[src/pkg/compare_skip_branch_defines.vh]
// Constants shared by the compare, skip and branch unit
`ifndef COMPARE_SKIP_BRANCH_DEFINES_VH
`define COMPARE_SKIP_BRANCH_DEFINES_VH

// ==========================================================
// Status flag bit positions
// ==========================================================
`define FLAG_C 3'h0
`define FLAG_Z 3'h1
`define FLAG_N 3'h2
`define FLAG_V 3'h3
`define FLAG_S 3'h4
`define FLAG_H 3'h5
`define FLAG_T 3'h6
`define FLAG_I 3'h7

// ==========================================================
// Opcode masks and match values (16-bit instruction word)
// ==========================================================
`define MASK_6 16'hfc00
`define MASK_4 16'hf000
`define MASK_BIT_REG 16'hfe08
`define MASK_BIT_IO 16'hff00
`define CODE_SKIP_EQ 16'h1000
`define CODE_CMP 16'h1400
`define CODE_CMPC 16'h0400
`define CODE_CMPI 16'h3000
`define CODE_SKRC 16'hfc00
`define CODE_SKRS 16'hfe00
`define CODE_SKIC 16'h9900
`define CODE_SKIS 16'h9b00
`define CODE_BRFS 16'hf000
`define CODE_BRFC 16'hf400

// ==========================================================
// Operation classes held while executing
// ==========================================================
`define CLASS_NONE 4'h0
`define CLASS_SKIP_EQ 4'h1
`define CLASS_CMP 4'h2
`define CLASS_CMPC 4'h3
`define CLASS_CMPI 4'h4
`define CLASS_SKRC 4'h5
`define CLASS_SKRS 4'h6
`define CLASS_SKIC 4'h7
`define CLASS_SKIS 4'h8
`define CLASS_BRFS 4'h9
`define CLASS_BRFC 4'ha

// ==========================================================
// Cycle counts and operand constants
// ==========================================================
`define CYCLES_ONE 2'h1
`define CYCLES_TWO 2'h2
`define CYCLES_THREE 2'h3
`define HIGH_REG_BIT 1'h1
`define PC_STEP_ONE 16'h0001
`define PC_STEP_TWO 16'h0002
`define PC_STEP_THREE 16'h0003

`endif

[src/hw/compare_skip_branch_unit.v]
// Compare, skip and conditional branch execution unit
`default_nettype none
`include "compare_skip_branch_defines.vh"

// What this block does
// - Equal registers skip next instruction, flags kept
// - Compare ops set Z N V C H, one cycle
// - Register bit clear skips next instruction
// - Register bit set skips next instruction
// - I/O bit clear skips next instruction
// - I/O bit set skips next instruction
// - Flag set branches to pc plus k plus one
// - Flag clear branches to pc plus k plus one
// - Same-or-higher and carry-clear branch on C zero
// - Signed greater-or-equal branches when N xor V zero
// - Signed less-than branches when N xor V one
// - Half-carry clear/set branches on H flag
// - Transfer-bit set branches on T flag one
module compare_skip_branch_unit (
    input wire clock,
    input wire rst,
    input wire instr_valid,
    output wire instr_ready,
    input wire [15:0] instr_word,
    input wire [15:0] instr_pc,
    input wire skip_two_words,
    output reg [4:0] rd_addr,
    output reg [4:0] rr_addr,
    input wire [7:0] rd_value,
    input wire [7:0] rr_value,
    output reg [4:0] io_addr,
    output reg io_read,
    input wire [7:0] io_value,
    input wire [7:0] status_flags,
    output reg [7:0] flags_out,
    output reg flags_write,
    output reg [15:0] pc_next,
    output reg pc_load,
    output reg done
);

    // ==========================================================
    // State encoding
    // ==========================================================
    localparam [1:0] IDLE = 2'h0; // Waiting for an instruction
    localparam [1:0] EXEC = 2'h1; // Operands present, deciding
    localparam [1:0] HOLD = 2'h2; // Burning extra cycles

    reg [1:0] state; // Control state
    reg [3:0] op_class; // Decoded operation of held word
    reg [15:0] word; // Held instruction word
    reg [15:0] pc; // Address of held instruction
    reg [1:0] cnt; // Extra cycles still to wait

    // Combinational results of the execute cycle
    reg [1:0] exec_cycles;
    reg [15:0] exec_pc;
    reg [7:0] exec_flags;
    reg exec_flag_we;
    reg skip_cond;
    reg branch_cond;
    reg flag_bit;
    reg [7:0] cmp_b;
    reg [7:0] test_byte;
    wire [15:0] branch_offset;

    // ==========================================================
    // Functions
    // ==========================================================

    // Decode a word into its operation class
    function [3:0] decode_class;
        input [15:0] w;
        begin
            if ((w & `MASK_6) == `CODE_SKIP_EQ) begin
                decode_class = `CLASS_SKIP_EQ;
            end else if ((w & `MASK_6) == `CODE_CMP) begin
                decode_class = `CLASS_CMP;
            end else if ((w & `MASK_6) == `CODE_CMPC) begin
                decode_class = `CLASS_CMPC;
            end else if ((w & `MASK_4) == `CODE_CMPI) begin
                decode_class = `CLASS_CMPI;
            end else if ((w & `MASK_BIT_REG) == `CODE_SKRC) begin
                decode_class = `CLASS_SKRC;
            end else if ((w & `MASK_BIT_REG) == `CODE_SKRS) begin
                decode_class = `CLASS_SKRS;
            end else if ((w & `MASK_BIT_IO) == `CODE_SKIC) begin
                decode_class = `CLASS_SKIC;
            end else if ((w & `MASK_BIT_IO) == `CODE_SKIS) begin
                decode_class = `CLASS_SKIS;
            end else if ((w & `MASK_6) == `CODE_BRFS) begin
                decode_class = `CLASS_BRFS;
            end else if ((w & `MASK_6) == `CODE_BRFC) begin
                decode_class = `CLASS_BRFC;
            end else begin
                decode_class = `CLASS_NONE;
            end
        end
    endfunction

    // Flags of a minus b minus carry-in; result is discarded
    function [7:0] compare_flags;
        input [7:0] a;
        input [7:0] b;
        input cin;
        input chain;
        input [7:0] old;
        reg [7:0] r;
        reg n;
        reg v;
        begin
            r = a - b - {7'h00, cin};
            n = r[7];
            v = (a[7] & ~b[7] & ~r[7]) | (~a[7] & b[7] & r[7]);
            compare_flags = old;
            compare_flags[`FLAG_C] = (~a[7] & b[7]) | (b[7] & r[7])
                | (r[7] & ~a[7]);
            compare_flags[`FLAG_H] = (~a[3] & b[3]) | (b[3] & r[3])
                | (r[3] & ~a[3]);
            compare_flags[`FLAG_N] = n;
            compare_flags[`FLAG_V] = v;
            compare_flags[`FLAG_S] = n ^ v;
            // Chained compare keeps Z only if it was already set
            if (chain) begin
                compare_flags[`FLAG_Z] = (r == 8'h00) & old[`FLAG_Z];
            end else begin
                compare_flags[`FLAG_Z] = (r == 8'h00);
            end
        end
    endfunction

    // ==========================================================
    // Execute-cycle decisions
    // ==========================================================

    // Signed 7-bit offset widened to the counter width
    assign branch_offset = {{9{word[9]}}, word[9:3]};

    // Accept only while nothing is in flight
    assign instr_ready = (state == IDLE);

    // Work out cycles, next pc and flags for the held word
    always @* begin
        exec_cycles = `CYCLES_ONE;
        exec_pc = pc + `PC_STEP_ONE;
        exec_flags = status_flags;
        exec_flag_we = 1'b0;
        skip_cond = 1'b0;
        branch_cond = 1'b0;
        flag_bit = status_flags[word[2:0]];
        // Immediate form uses the constant as second operand
        if (op_class == `CLASS_CMPI) begin
            cmp_b = {word[11:8], word[3:0]};
        end else begin
            cmp_b = rr_value;
        end
        // Byte under bit test: register or I/O location
        if (op_class == `CLASS_SKIC || op_class == `CLASS_SKIS) begin
            test_byte = io_value;
        end else begin
            test_byte = rd_value;
        end
        case (op_class)
            `CLASS_SKIP_EQ: begin
                skip_cond = (rd_value == rr_value);
            end
            `CLASS_CMP, `CLASS_CMPI: begin
                exec_flags = compare_flags(rd_value, cmp_b, 1'b0,
                    1'b0, status_flags);
                exec_flag_we = 1'b1;
            end
            `CLASS_CMPC: begin
                exec_flags = compare_flags(rd_value, cmp_b,
                    status_flags[`FLAG_C], 1'b1,
                    status_flags);
                exec_flag_we = 1'b1;
            end
            `CLASS_SKRC: begin
                skip_cond = ~test_byte[word[2:0]];
            end
            `CLASS_SKRS: begin
                skip_cond = test_byte[word[2:0]];
            end
            `CLASS_SKIC: begin
                skip_cond = ~test_byte[word[2:0]];
            end
            `CLASS_SKIS: begin
                skip_cond = test_byte[word[2:0]];
            end
            `CLASS_BRFS: begin
                // Set-form: equal, carry, lower, minus, half, T
                if (word[2:0] == `FLAG_S) begin
                    // Less-than uses N xor V directly
                    branch_cond = status_flags[`FLAG_N]
                        ^ status_flags[`FLAG_V];
                end else if (word[2:0] == `FLAG_H) begin
                    branch_cond = flag_bit;
                end else if (word[2:0] == `FLAG_T) begin
                    branch_cond = flag_bit;
                end else begin
                    branch_cond = flag_bit;
                end
            end
            `CLASS_BRFC: begin
                // Clear-form: not-equal, plus, carry clear, etc.
                if (word[2:0] == `FLAG_S) begin
                    branch_cond = ~(status_flags[`FLAG_N]
                        ^ status_flags[`FLAG_V]);
                end else if (word[2:0] == `FLAG_C) begin
                    branch_cond = ~flag_bit;
                end else if (word[2:0] == `FLAG_H) begin
                    branch_cond = ~flag_bit;
                end else begin
                    branch_cond = ~flag_bit;
                end
            end
            default: begin
                // Unknown word: one cycle, step to next word
                skip_cond = 1'b0;
            end
        endcase
        // Skip length follows the size of the skipped word
        if (skip_cond) begin
            if (skip_two_words) begin
                exec_cycles = `CYCLES_THREE;
                exec_pc = pc + `PC_STEP_THREE;
            end else begin
                exec_cycles = `CYCLES_TWO;
                exec_pc = pc + `PC_STEP_TWO;
            end
        end
        // Taken branch costs one extra cycle
        if (branch_cond) begin
            exec_cycles = `CYCLES_TWO;
            exec_pc = pc + branch_offset + `PC_STEP_ONE;
        end
    end

    // ==========================================================
    // Sequencer
    // ==========================================================

    // One instruction at a time; done marks its last cycle's end
    always @(posedge clock) begin
        if (rst) begin
            state <= IDLE;
            op_class <= `CLASS_NONE;
            word <= 16'h0000;
            pc <= 16'h0000;
            cnt <= 2'h0;
            rd_addr <= 5'h00;
            rr_addr <= 5'h00;
            io_addr <= 5'h00;
            io_read <= 1'b0;
            flags_out <= 8'h00;
            flags_write <= 1'b0;
            pc_next <= 16'h0000;
            pc_load <= 1'b0;
            done <= 1'b0;
        end else begin
            case (state)
                IDLE: begin
                    // Result pulses last a single cycle
                    done <= 1'b0;
                    pc_load <= 1'b0;
                    flags_write <= 1'b0;
                    if (instr_valid) begin
                        word <= instr_word;
                        pc <= instr_pc;
                        op_class <= decode_class(instr_word);
                        io_addr <= instr_word[7:3];
                        rr_addr <= {instr_word[9], instr_word[3:0]};
                        // Immediate compare reaches upper half only
                        if (decode_class(instr_word) == `CLASS_CMPI) begin
                            rd_addr <= {`HIGH_REG_BIT, instr_word[7:4]};
                        end else begin
                            rd_addr <= instr_word[8:4];
                        end
                        // I/O read is held only through execute
                        io_read <= (decode_class(instr_word) == `CLASS_SKIC)
                            | (decode_class(instr_word) == `CLASS_SKIS);
                        state <= EXEC;
                    end
                end
                EXEC: begin
                    io_read <= 1'b0;
                    pc_next <= exec_pc;
                    // Flags stay put for all but compares
                    if (exec_flag_we) begin
                        flags_out <= exec_flags;
                    end
                    if (exec_cycles == `CYCLES_ONE) begin
                        flags_write <= exec_flag_we;
                        pc_load <= 1'b1;
                        done <= 1'b1;
                        state <= IDLE;
                    end else begin
                        // Extra hold cycles beyond the first hold one
                        cnt <= exec_cycles - `CYCLES_TWO;
                        state <= HOLD;
                    end
                end
                HOLD: begin
                    if (cnt == 2'h0) begin
                        pc_load <= 1'b1;
                        done <= 1'b1;
                        state <= IDLE;
                    end else begin
                        cnt <= cnt - 2'h1;
                    end
                end
                default: begin
                    // Stray code recovers to idle
                    state <= IDLE;
                end
            endcase
        end
    end

endmodule
`default_nettype wire

[config.mk]
export PLATFORM = sky130hd
export DESIGN_NAME = compare_skip_branch_unit
export DESIGN_NICKNAME = d
export VERILOG_FILES = /design/src/hw/compare_skip_branch_unit.v
export VERILOG_INCLUDE_DIRS = /design/src /design/src/pkg
export SDC_FILE = /design/constraint.sdc
export NUM_CORES = 1
export LEC_CHECK = 0
export ABC_CLOCK_PERIOD_IN_PS = 7600
export BUFFER_PORTS_ARGS = -buffer_cell sky130_fd_sc_hd__clkbuf_2
export CAP_MARGIN = 20
export CORE_ASPECT_RATIO = 1.5
export CORE_MARGIN = 2
export CORE_UTILIZATION = 53
export DETAILED_ROUTE_END_ITERATION = 16
export PLACE_DENSITY = 0.79
export SYNTH_ARGS = -nofsm -noshare
export SYNTH_HDL_FRONTEND = slang
export SYNTH_SLANG_ARGS = --single-unit
[constraint.sdc]
create_clock -name clock -period 7.6 [get_ports clock]
set_clock_uncertainty 0.1 [all_clocks]
set_input_delay 0.38 -clock clock [delete_from_list [all_inputs] [get_ports clock]]
set_output_delay 0.38 -clock clock [all_outputs]
set_load 0.05 [all_outputs]
==> metrics.md, run 1 <==
| Metric | Value |
|---|---|
| CTS Buf Count | `9` |
| Setup Crit Path Kind | `flip-flop to flip-flop` |
| Most frequent cells in the layout | `clkbuf_2 (110), nand2_1 (98), a21oi_1 (67)` |
| Yosys warnings | `0` |
| Status | `complete, no violations` |
| Routed WL | `15400 microns` |
| Final Cell Area | `6090 sq um` |
| Critical path capture point type | `flip-flop` |
| Via Count | `5556` |
| Area contributors post-synth | `dfxtp_1 (24%), ha_1 (8.3%), nand2_1 (6.9%), a21oi_1 (6.3%), nor2_1 (4.3%)` |
| Post-synthesis sequential area ratio | `0.242` |
| Post-layout util | `0.629` |
| GRT Util Overall | `0.287` |
| Post-Synthesis Net Count | `811` |
| Psw | `366 uW` |
| Period minus WS final | `4890 ps` |
| Post-DP Area | `5750 sq um` |
| Clk sinks | `64` |
| Worst hold endpoint | `pc[6]` |
| Data required, critical path | `7760 ps` |
| Pre-Repair DR Iteration Count | `6` |
| Area share of the leading cell type in the synthesized netlist | `0.242` |
| Drt initial violations | `365` |
| R2r startpoint | `op_class[2]` |
| Final ANT Viol Nets | `0` |
| Rows | `44` |
| FF+latch area | `1280 sq um` |
| Commonest non-fill, non-tap cell in the layout | `clkbuf_2` |
| Post-CTS Setup Bufs | `0` |
| Die extent in y | `126 microns` |
| Seq cells post-synth | `64` |
| Worst vdd ir | `0.143 mV` |
| Buffers on Ports | `110` |
| Worst stage delay on the critical path | `640 ps` |
| Netlist Area Pre-Place | `5300 sq um` |
| CTS tree | `yes` |
| Area growth, synth to finish | `15.0%` |
| First-pass GRT wire length | `25000 microns` |
| Area of the multi-input gates | `3640 sq um` |
| Slew @ Worst Pin | `1090 ps` |
| Worst Reg-to-Reg Cells | `20` |
| Largest area contributor in the netlist | `dfxtp_1` |
| Final Setup Violations | `0` |
| Worst Path Buf+Inv | `1` |
| Skew-Pair Late Insertion Delay | `340 ps` |
| Reg clk slew, reported paths | `50 ps` |
| Static leakage | `0.00267 uW` |
| Worst hold margin | `156 ps` |
| Fillers | `869` |
| H-tree depth | `3` |
| GPL Wtd Cong | `0.899` |
| Hold WC Path Type | `input port to flip-flop` |
| GRT Residual Overflow | `0` |
| DRC | `0` |
| CTS Root Cell | `clkbuf_16` |
| Switch share | `0.319` |
| Starting Density | `0.547` |
| CP arrival | `5050 ps` |
| Count of final max-slew check failures | `0` |
| Final Cycle Share | `0.643` |
| Clk pwr share | `0.400` |
| Combinational power share | `0.261` |
| HPWL after DPL | `11400 microns` |
| Final number of hold-violating endpoints | `0` |
| Synth Instances | `705` |
| Post-layout nets | `883` |
| Asr flop ratio synth | `0` |
| MaxCap Viol Count | `0` |
| RSZ-0062 raised after global routing | `false` |
| Synth cell types | `72` |
| Setup TNS | `0 ps` |
| Vias in the first global route | `5440` |
| Hold Crit Start | `instr_pc[6]` |
| Die W | `85.6 microns` |
| Number of synthesized flops with an enable pin | `0` |
| Crit-path cells | `nor4b_2, buf_4, mux2i_1, ha_1, nor2b_1, o21a_1, o21ai_0, a21boi_0, o21a_1, o21ai_0, nand2b_1, fa_1, nand4b_1, nor3_1, nand2_1, nand2_1, nand2_1, o21ai_0, nand3_1, a21oi_1` |
| DR WL/cell | `17.1 microns` |
| P per Cell Area | `188 nW/um^2` |
| F_max | `205 MHz` |
| Slowest cell on the critical path | `dfxtp_1` |
| Synth Area per Inst | `7.51 sq um` |
| CP Max Fanout | `17` |
| ANT cells | `0` |
| Hold_buf cts | `0` |
| Top_reg_cell synth | `dfxtp_1` |
| Cell family with most CP delay | `simple AND/OR/NAND/NOR gates` |
| Share of layout cells above drive strength 1 | `0.192` |
| Seq pwr share | `0.339` |
| Rel. slew slack | `0.274` |
| RR Endpoint | `flags_out[1]` |
| Startpoint Class | `flip-flop` |
| Max Root-Sink Buffers | `2` |
| Pint | `781 uW` |
| R2R setup slack | `2710 ps` |
| # resized after CTS | `0` |
| Core region area | `9690 sq um` |
| Antenna violations before repair | `0` |
| Vias/cell | `6.19` |
| Worst hold stages | `3` |
| Die area | `10800 sq um` |
| I/O pins | `112` |
| Largest net degree at the start of global routing | `63` |
==> power by group through the flow <==
stage / registers (uW) / logic (uW) / clock network [uW]
after floorplan: 403 / 211 / 0
after global placement: 393 / 286 / 0
after detailed placement: 394 / 294 / 0
after CTS: 387 / 297 / 463
after global routing: 392 / 329 / 480
final: 389 / 299 / 459
==> flip-flops by register name (all words and copies together), names as in the netlist, 2 cells and up <==
name and count:
pc 16, word 5, state 2, rr_addr 4, flags_out 8, io_addr 3
cnt 2, op_class 4, pc_next 16
==> logic make-up (layout without fill, tap and decap cells) <==
group / after synthesis / count (layout) / share of synthesized area
AOI/OAI and AO/OA: 189 / 189 / 0.230
adders and majority gates: 38 / 38 / 0.0940
and+or+nand+nor: 274 / 274 / 0.255
DFF: 64 / 64 / 0.242
xor gates and xnor gates: 32 / 32 / 0.0529
buffers and inverters: 83 / 160 / 0.0730
muxes: 25 / 25 / 0.0527
==> worst reg2reg max path, delay by kind of cell, from the launching register on <==
kind	cells	cell delay, ps
simple gates	9	1540
fa+ha+maj	2	850
compound gates	7	1090
flops	1	640
buf+inv	1	260
mux	1	320
==> metal layers <==
metal,vias to the layer above,track usage,share of wire
met1,2587,0.309,0.38
li1,2656,-,-
met4,0,0.159,0.051
met3,60,0.0579,0.058
met2,253,0.513,0.52
met5,-,0,0
==> worst max path at each step <==
stage | startpoint | to | slack (ps) | cells past startpoint
floorplan | op_class[2] | flags_out[1] | 3510 | 23
global placement | op_class[2] | flags_out[1] | 2740 | 19
detailed placement | op_class[2] | flags_out[1] | 2490 | 19
CTS | op_class[2] | flags_out[1] | 2470 | 19
global route | op_class[2] | flags_out[1] | 2260 | 20
finish | op_class[2] | flags_out[1] | 2710 | 20
==> per-stage QoR <==
step | instances | setup WS, ps | power (uW)
detailed placement | 880 | 2490 | 689
global placement | 880 | 2740 | 678
floorplan | 705 | 3510 | 614
global route | 897 | 2260 | 1200
finish | 897 | 2710 | 1150
CTS | 896 | 2470 | 1150
==> synthesized netlist by cell type, types with 16 or more instances <==
library cell  number
nand2_1           98
a21oi_1           67
dfxtp_1           64
nor2_1            61
ha_1              35
o21ai_0           31
clkbuf_1          30
inv_1             29
mux2i_1           20
nand3_1           19
xnor2_1           18
buf_4             17
nor3_1            16
==> area by class of cell <==
cell class                 instances  share of cell area
clock inverter                     2             0.00986
clock buffer                      14              0.0450
timing repair buffer             115              0.0965
sequential                        64               0.210
multi-input combinational        558               0.597
inverter                          29              0.0179
tap                              115              0.0236
Power figures use the tool's default switching activity.
==> run 2: changes to the inputs <==
- ABC_CLOCK_PERIOD_IN_PS: 7600 -> 4200
- CORE_UTILIZATION: 53 -> 51
- clock period: 7.6 -> 4.2 ns (I/O delays scaled with it)
==> run 2 against run 1 <==
Effect of this change:
- fmax up 27%
- hold slack worse by 150 ps
- critical path depth fell by 1
- worst setup slack got worse by 2400 ps
- critical path type unchanged
==> metrics.md, run 2 (synthesized netlist as in run 1, its figures left out) <==
| Metric | Value |
|---|---|
| Worst vdd ir | `0.221 mV (+55%)` |
| Post-DP Area | `5820 sq um (+1.2%)` |
| Data required, critical path | `4370 ps (-3390 ps)` |
| Regs by FF count | `pc (16), pc_next (16), flags_out (8)` |
| Worst setup margin | `337 ps (-2370 ps)` |
| DR WL/cell | `17.1 microns (-0.11%)` |
| Startpoint Class | `flip-flop` |
| Vias/cell | `6.13 (-1.0%)` |
| Antenna violations before repair | `0 (unchanged)` |
| Core region area | `10100 sq um (+4.6%)` |
| Period minus WS final | `3860 ps (-1030 ps)` |
| First-pass GRT wire length | `25600 microns (+2.4%)` |
| Final Setup Violations | `0 (unchanged)` |
| Rel. slew slack | `0.427 (+0.153)` |
| Final number of hold-violating endpoints | `0 (unchanged)` |
| Largest net degree at the start of global routing | `52 (-17%)` |
| Commonest non-fill, non-tap cell in the layout | `clkbuf_2` |
| Reg clk slew, reported paths | `60 ps (about the same)` |
| Vias in the first global route | `5528 (+1.6%)` |
| Final Cycle Share | `0.920 (+0.276)` |
| Area of the multi-input gates | `3640 sq um (+0.24%)` |
| Worst slack at placement | `141 ps (-2350 ps)` |
| Routed WL | `15800 microns (+2.7%)` |
| Slew @ Worst Pin | `853 ps (-237 ps)` |
| GRT Util Overall | `0.288 (+0.00185)` |
| Fillers | `929 (+6.9%)` |
| MaxCap Viol Count | `0 (unchanged)` |
| H-tree depth | `3 (unchanged)` |
| Most frequent cells in the layout | `clkbuf_2 (110), nand2_1 (98), a21oi_1 (67)` |
| CP Max Fanout | `2 (-15)` |
| Via Count | `5654 (+1.8%)` |
| GPL Wtd Cong | `0.919 (+2.2%)` |
| F_max | `259 MHz (+27%)` |
| CTS tree | `yes` |
| P per Cell Area | `322 nW/um^2 (+71%)` |
| CTS Root Cell | `clkbuf_16` |
| Share of layout cells above drive strength 1 | `0.199 (+0.00694)` |
| ANT cells | `0 (unchanged)` |
| I/O pins | `112 (unchanged)` |
| Pre-Repair DR Iteration Count | `5 (-1)` |
| Buffers on Ports | `110 (unchanged)` |
| GRT Residual Overflow | `0 (unchanged)` |
| Die W | `87.2 microns (+1.9%)` |
| Die area | `11200 sq um (+3.8%)` |
| Count of final max-slew check failures | `0 (unchanged)` |
| Critical path capture point type | `flip-flop` |
| Area growth, synth to finish | `18.6%` |
| CTS Buf Count | `9 (unchanged)` |
| Clk sinks | `64 (unchanged)` |
| Final Cell Area | `6280 sq um (+3.1%)` |
| Setup Crit Path Kind | `flip-flop to flip-flop` |
| FF+latch area | `1280 sq um (unchanged)` |
| Static leakage | `0.00275 uW (+3.2%)` |
| Skew-Pair Late Insertion Delay | `340 ps (about the same)` |
| Starting Density | `0.523 (-0.0240)` |
| Final ANT Viol Nets | `0 (unchanged)` |
| Setup TNS | `0 ps (unchanged)` |
| Drt initial violations | `305 (-16%)` |
| Post-layout util | `0.620 (-0.00875)` |
| Max Root-Sink Buffers | `2 (unchanged)` |
| HPWL after DPL | `11800 microns (+3.5%)` |
| CP arrival | `4040 ps (-1010 ps)` |
| DRC | `0 (unchanged)` |
| Hold WC Path Type | `input port to flip-flop` |
| Status | `complete, no violations` |
| Rows | `45 (+2.3%)` |
| Post-layout nets | `907 (+2.7%)` |
| Die extent in y | `129 microns (+1.9%)` |
run 2: changes by cell type in the layout (fill, tap and decap cells not counted):
cell | before | now
dlygate4sd3_1 | 0 | 15
buf_4 | 5 | 14
clkinvlp_4 | 0 | 3
clkbuf_1 | 2 | 0
clkbuf_8 | 3 | 1
a21boi_0 | 2 | 1
a21boi_1 | 0 | 1
bufinv_16 | 2 | 1
clkinv_2 | 0 | 1
nor4b_2 | 2 | 1
nor4b_4 | 0 | 1
run 2: area by class of cell:
type | count | area share
clock inverters | 5 | 0.00916
multi-input cells | 558 | 0.580
clock buffers | 10 | 0.0380
well taps | 117 | 0.0233
flip-flops and latches | 64 | 0.204
repair buffers | 139 | 0.128
inverters | 29 | 0.0173
run 2: worst paths after layout:
path / startpoint / depth (start not counted) / to / slack (ps)
setup / recovery: op_class[3] / 19 / flags_out[1] / 340
hold / removal: instr_pc[14] / 3 / pc[14] / 6
hold reg to reg: flags_out[1] / 2 / flags_out[1] / 350
setup reg to reg: op_class[3] / 19 / flags_out[1] / 340
run 2: critical path: stages, from the launching register on:
cell	delay, ps
dfxtp_1	340
nor4b_4	350
mux2i_1	330
ha_1	290
nor2b_1	130
o21a_1	180
o21ai_0	170
a21boi_1	100
o21a_1	180
o21ai_0	140
nand2b_1	90
fa_1	450
nand4b_1	180
nor3_1	240
nand2_1	80
nand2_1	60
nand2_1	50
o21ai_0	90
nand3_1	100
a21oi_1	150
run 2: through the flow:
step | cells | power (uW) | hold slack [ps]
after CTS | 921 | 2020 | 0.823
after floorplan | 705 | 1110 | 246
after global placement | 891 | 1240 | 333
after global routing | 922 | 2120 | 4.13
final | 922 | 2020 | 5.60
after detailed placement | 891 | 1260 | 340
run 2: metal layers:
layer	track usage	wire length [microns]
met5	0	0
met4	0.188	871
met3	0.0423	770
met2	0.525	8300
met1	0.301	5820
run 2: report_power, final:
group | leakage [uW] | switching [uW] | total [uW] | internal, uW
Clock | 0.000137 | 278 | 748 | 470
Combinational | 0.00209 | 363 | 582 | 219
Sequential | 0.000523 | 46.6 | 691 | 644
run 2: what timing repair did:
item,4_1_cts,5_1_grt
hold buffers,15,0
buffers inserted,0,1
gates resized for setup,0,2
endpoints found under the setup margin,0,3
hold endpoints to repair,15,0
==> run 3: changes to the inputs <==
- CAP_MARGIN: 20 -> unset
- CORE_UTILIZATION: 51 -> 52
- CTS_BUF_LIST: unset -> sky130_fd_sc_hd__clkbuf_4
- PLACE_DENSITY: 0.79 -> 0.81
==> run 3 against run 2 <==
Effect of this change:
- worst setup slack got worse by 59 ps
- non-clock buffer count is 15 higher
- power is 13% lower
- sequential power barely moved
- highest routed layer unchanged
- core utilization up 0.88 points
==> metrics.md, run 3 (synthesized netlist as in run 1, its figures left out) <==
| Metric | Value |
|---|---|
| Max Root-Sink Buffers | `2 (unchanged)` |
| Worst Path Buf+Inv | `0 (unchanged)` |
| Static leakage | `0.00276 uW (+0.33%)` |
| Hold WC Path Type | `input port to flip-flop` |
| Worst Reg-to-Reg Cells | `19 (unchanged)` |
| Most frequent cells in the layout | `clkbuf_2 (110), nand2_1 (98), a21oi_1 (67)` |
| Hold Crit Start | `instr_word[13]` |
| Worst hold margin | `145 ps (+139 ps)` |
| Skew-Pair Late Insertion Delay | `450 ps (+110 ps)` |
| Fillers | `888 (-4.4%)` |
| HPWL after DPL | `11700 microns (-0.17%)` |
| Seq pwr share | `0.392 (+0.050)` |
| Slew @ Worst Pin | `960 ps (+107 ps)` |
| Critical path launch point | `op_class[3]` |
| Setup Crit Path Kind | `flip-flop to flip-flop` |
| Final cell count without fillers | `938 (+1.7%)` |
| Clk pwr share | `0.268 (-0.102)` |
| Post-DP Area | `5820 sq um (unchanged)` |
| Vias in the first global route | `5580 (+0.94%)` |
| Die extent in y | `128 microns (-0.94%)` |
| Status | `complete, no violations` |
| Period minus WS final | `3920 ps (+59.1 ps)` |
| F_max | `255 MHz (-1.5%)` |
| Routed WL | `16000 microns (+1.5%)` |
| Largest net degree at the start of global routing | `41 (-21%)` |
| MaxCap Viol Count | `0 (unchanged)` |
| Vias/cell | `6.06 (-1.2%)` |
| Psw | `644 uW (-6.3%)` |
| Buffers on Ports | `110 (unchanged)` |
| Count of final max-slew check failures | `0 (unchanged)` |
| Worst hold stages | `5 (+2)` |
| Pint | `1110 uW (-17%)` |
| GRT Residual Overflow | `0 (unchanged)` |
| Area growth, synth to finish | `19.0%` |
| Slowest cell on the critical path | `fa_1` |
| Reg clk slew, reported paths | `110 ps (+50 ps)` |
| Starting Density | `0.529 (+0.00587)` |
| Startpoint Class | `flip-flop` |
| Share of layout cells above drive strength 1 | `0.195 (-0.00364)` |
| Final Cycle Share | `0.934 (+0.0141)` |
| Post-layout util | `0.629 (+0.00884)` |
| Cell family with most CP delay | `simple AND/OR/NAND/NOR gates` |
| Switch share | `0.367 (+0.0266)` |
| First-pass GRT wire length | `25600 microns (about the same)` |
| Drt initial violations | `347 (+14%)` |
| I/O pins | `112 (unchanged)` |
| Die area | `11000 sq um (-1.9%)` |
| Pre-Repair DR Iteration Count | `7 (+2)` |
| Rel. slew slack | `0.360 (-0.0672)` |
| Critical path capture point type | `flip-flop` |
| CP Max Fanout | `3 (+1)` |
| Rows | `45 (unchanged)` |
| CTS Root Cell | `clkbuf_4` |
| Levels on crit path | `19 (unchanged)` |
| Post-CTS Setup Bufs | `0 (unchanged)` |
| Antenna violations before repair | `1 (+1)` |
| GRT Util Overall | `0.289 (+0.000940)` |
| Final ANT Viol Nets | `0 (unchanged)` |
| Regs by FF count | `pc (16), pc_next (16), flags_out (8)` |
| P per Cell Area | `279 nW/um^2 (-13%)` |
| Worst vdd ir | `0.215 mV (-2.8%)` |
| Final number of hold-violating endpoints | `0 (unchanged)` |
| Commonest non-fill, non-tap cell in the layout | `clkbuf_2` |
| Core region area | `10000 sq um (-1.1%)` |
| Total Power | `1760 uW (-13%)` |
| CTS Buf Count | `9 (unchanged)` |
| Data required, critical path | `4480 ps (+110 ps)` |
| GPL Wtd Cong | `0.944 (+2.7%)` |
| DR WL/cell | `17.1 microns (-0.22%)` |
| CP arrival | `4200 ps (+160 ps)` |
| Crit-path cells | `nor4b_4, mux2i_2, ha_1, nor2b_1, o21a_1, o21ai_0, a21boi_2, o21a_1, o21ai_0, nand2b_1, fa_1, nand4b_1, nor3_2, nand2_1, nand2_1, nand2_1, o21ai_0, nand3_1, a21oi_1` |
| Combinational power share | `0.340 (+0.052)` |
| CTS tree | `yes` |
| Post-layout nets | `922 (+1.7%)` |
| Final Setup Violations | `0 (unchanged)` |
| Clk sinks | `64 (unchanged)` |
| Dpl cells | `891 (unchanged)` |
| Via Count | `5682 (+0.50%)` |
| Die W | `86.4 microns (-0.92%)` |
| Worst stage delay on the critical path | `450 ps (about the same)` |
| Final Cell Area | `6300 sq um (+0.30%)` |
| R2r startpoint | `op_class[3]` |
| DRC | `0 (unchanged)` |
| H-tree depth | `3 (unchanged)` |
run 3: cell types whose count changed in the layout (fill, tap and decap cells not counted), moves of 2 or more:
cell,delta
clkbuf_16,-9
clkbuf_4,+10
clkinv_1,+2
clkinvlp_4,-3
dlygate4sd3_1,+16
run 3: metal layers:
metal | up-vias | track usage | part of all wire
li1 | 2736 | - | -
met1 | 2673 | 0.299 | 0.37
met2 | 224 | 0.538 | 0.53
met3 | 49 | 0.0459 | 0.055
met4 | 0 | 0.163 | 0.048
met5 | - | 0 | 0
run 3: power by group through the flow:
stage	Clock, uW	Sequential, uW	Combinational [uW]
finish	470	689	597
global route	500	694	648
CTS	474	686	586
detailed placement	0	701	560
global placement	0	699	543
floorplan	0	729	382
run 3: area by class of cell:
| type | count | area, sq um | share of cell area |
|---|---|---|---|
| Multi-Input combinational cell | 558 | 3660 | 0.580 |
| Sequential cell | 64 | 1280 | 0.203 |
| Timing Repair Buffer | 154 | 958 | 0.152 |
| Tap cell | 117 | 146 | 0.0232 |
| Inverter | 29 | 109 | 0.0173 |
| Clock buffer | 10 | 75.1 | 0.0119 |
| Clock inverter | 5 | 72.6 | 0.0115 |
| Antenna cell | 1 | 2.50 | 0.000397 |
run 3: worst min-delay path, delay by kind of cell:
| family | cells | cell delay (ps) |
|---|---|---|
| buffers and inverters | 1 | 110 |
| AND/OR/NAND/NOR | 4 | 330 |
run 3: path summary, 6_finish.rpt:
path         slack, ps           end
min                140    rd_addr[4]
max reg2reg        280  flags_out[1]
max                280  flags_out[1]
min reg2reg        370      word[11]
run 3: through the flow:
step	TNS (ps)	worst slack (ps)
after CTS	0	126
after detailed placement	0	165
after floorplan	0	114
after global routing	-66.4	-66.4
after global placement	0	311
final	0	278
run 3: what timing repair did:
item,in CTS,in global routing
gates resized for setup,0,5
hold buffers,31,0
endpoints found under the setup margin,0,3
hold endpoints to repair,32,0
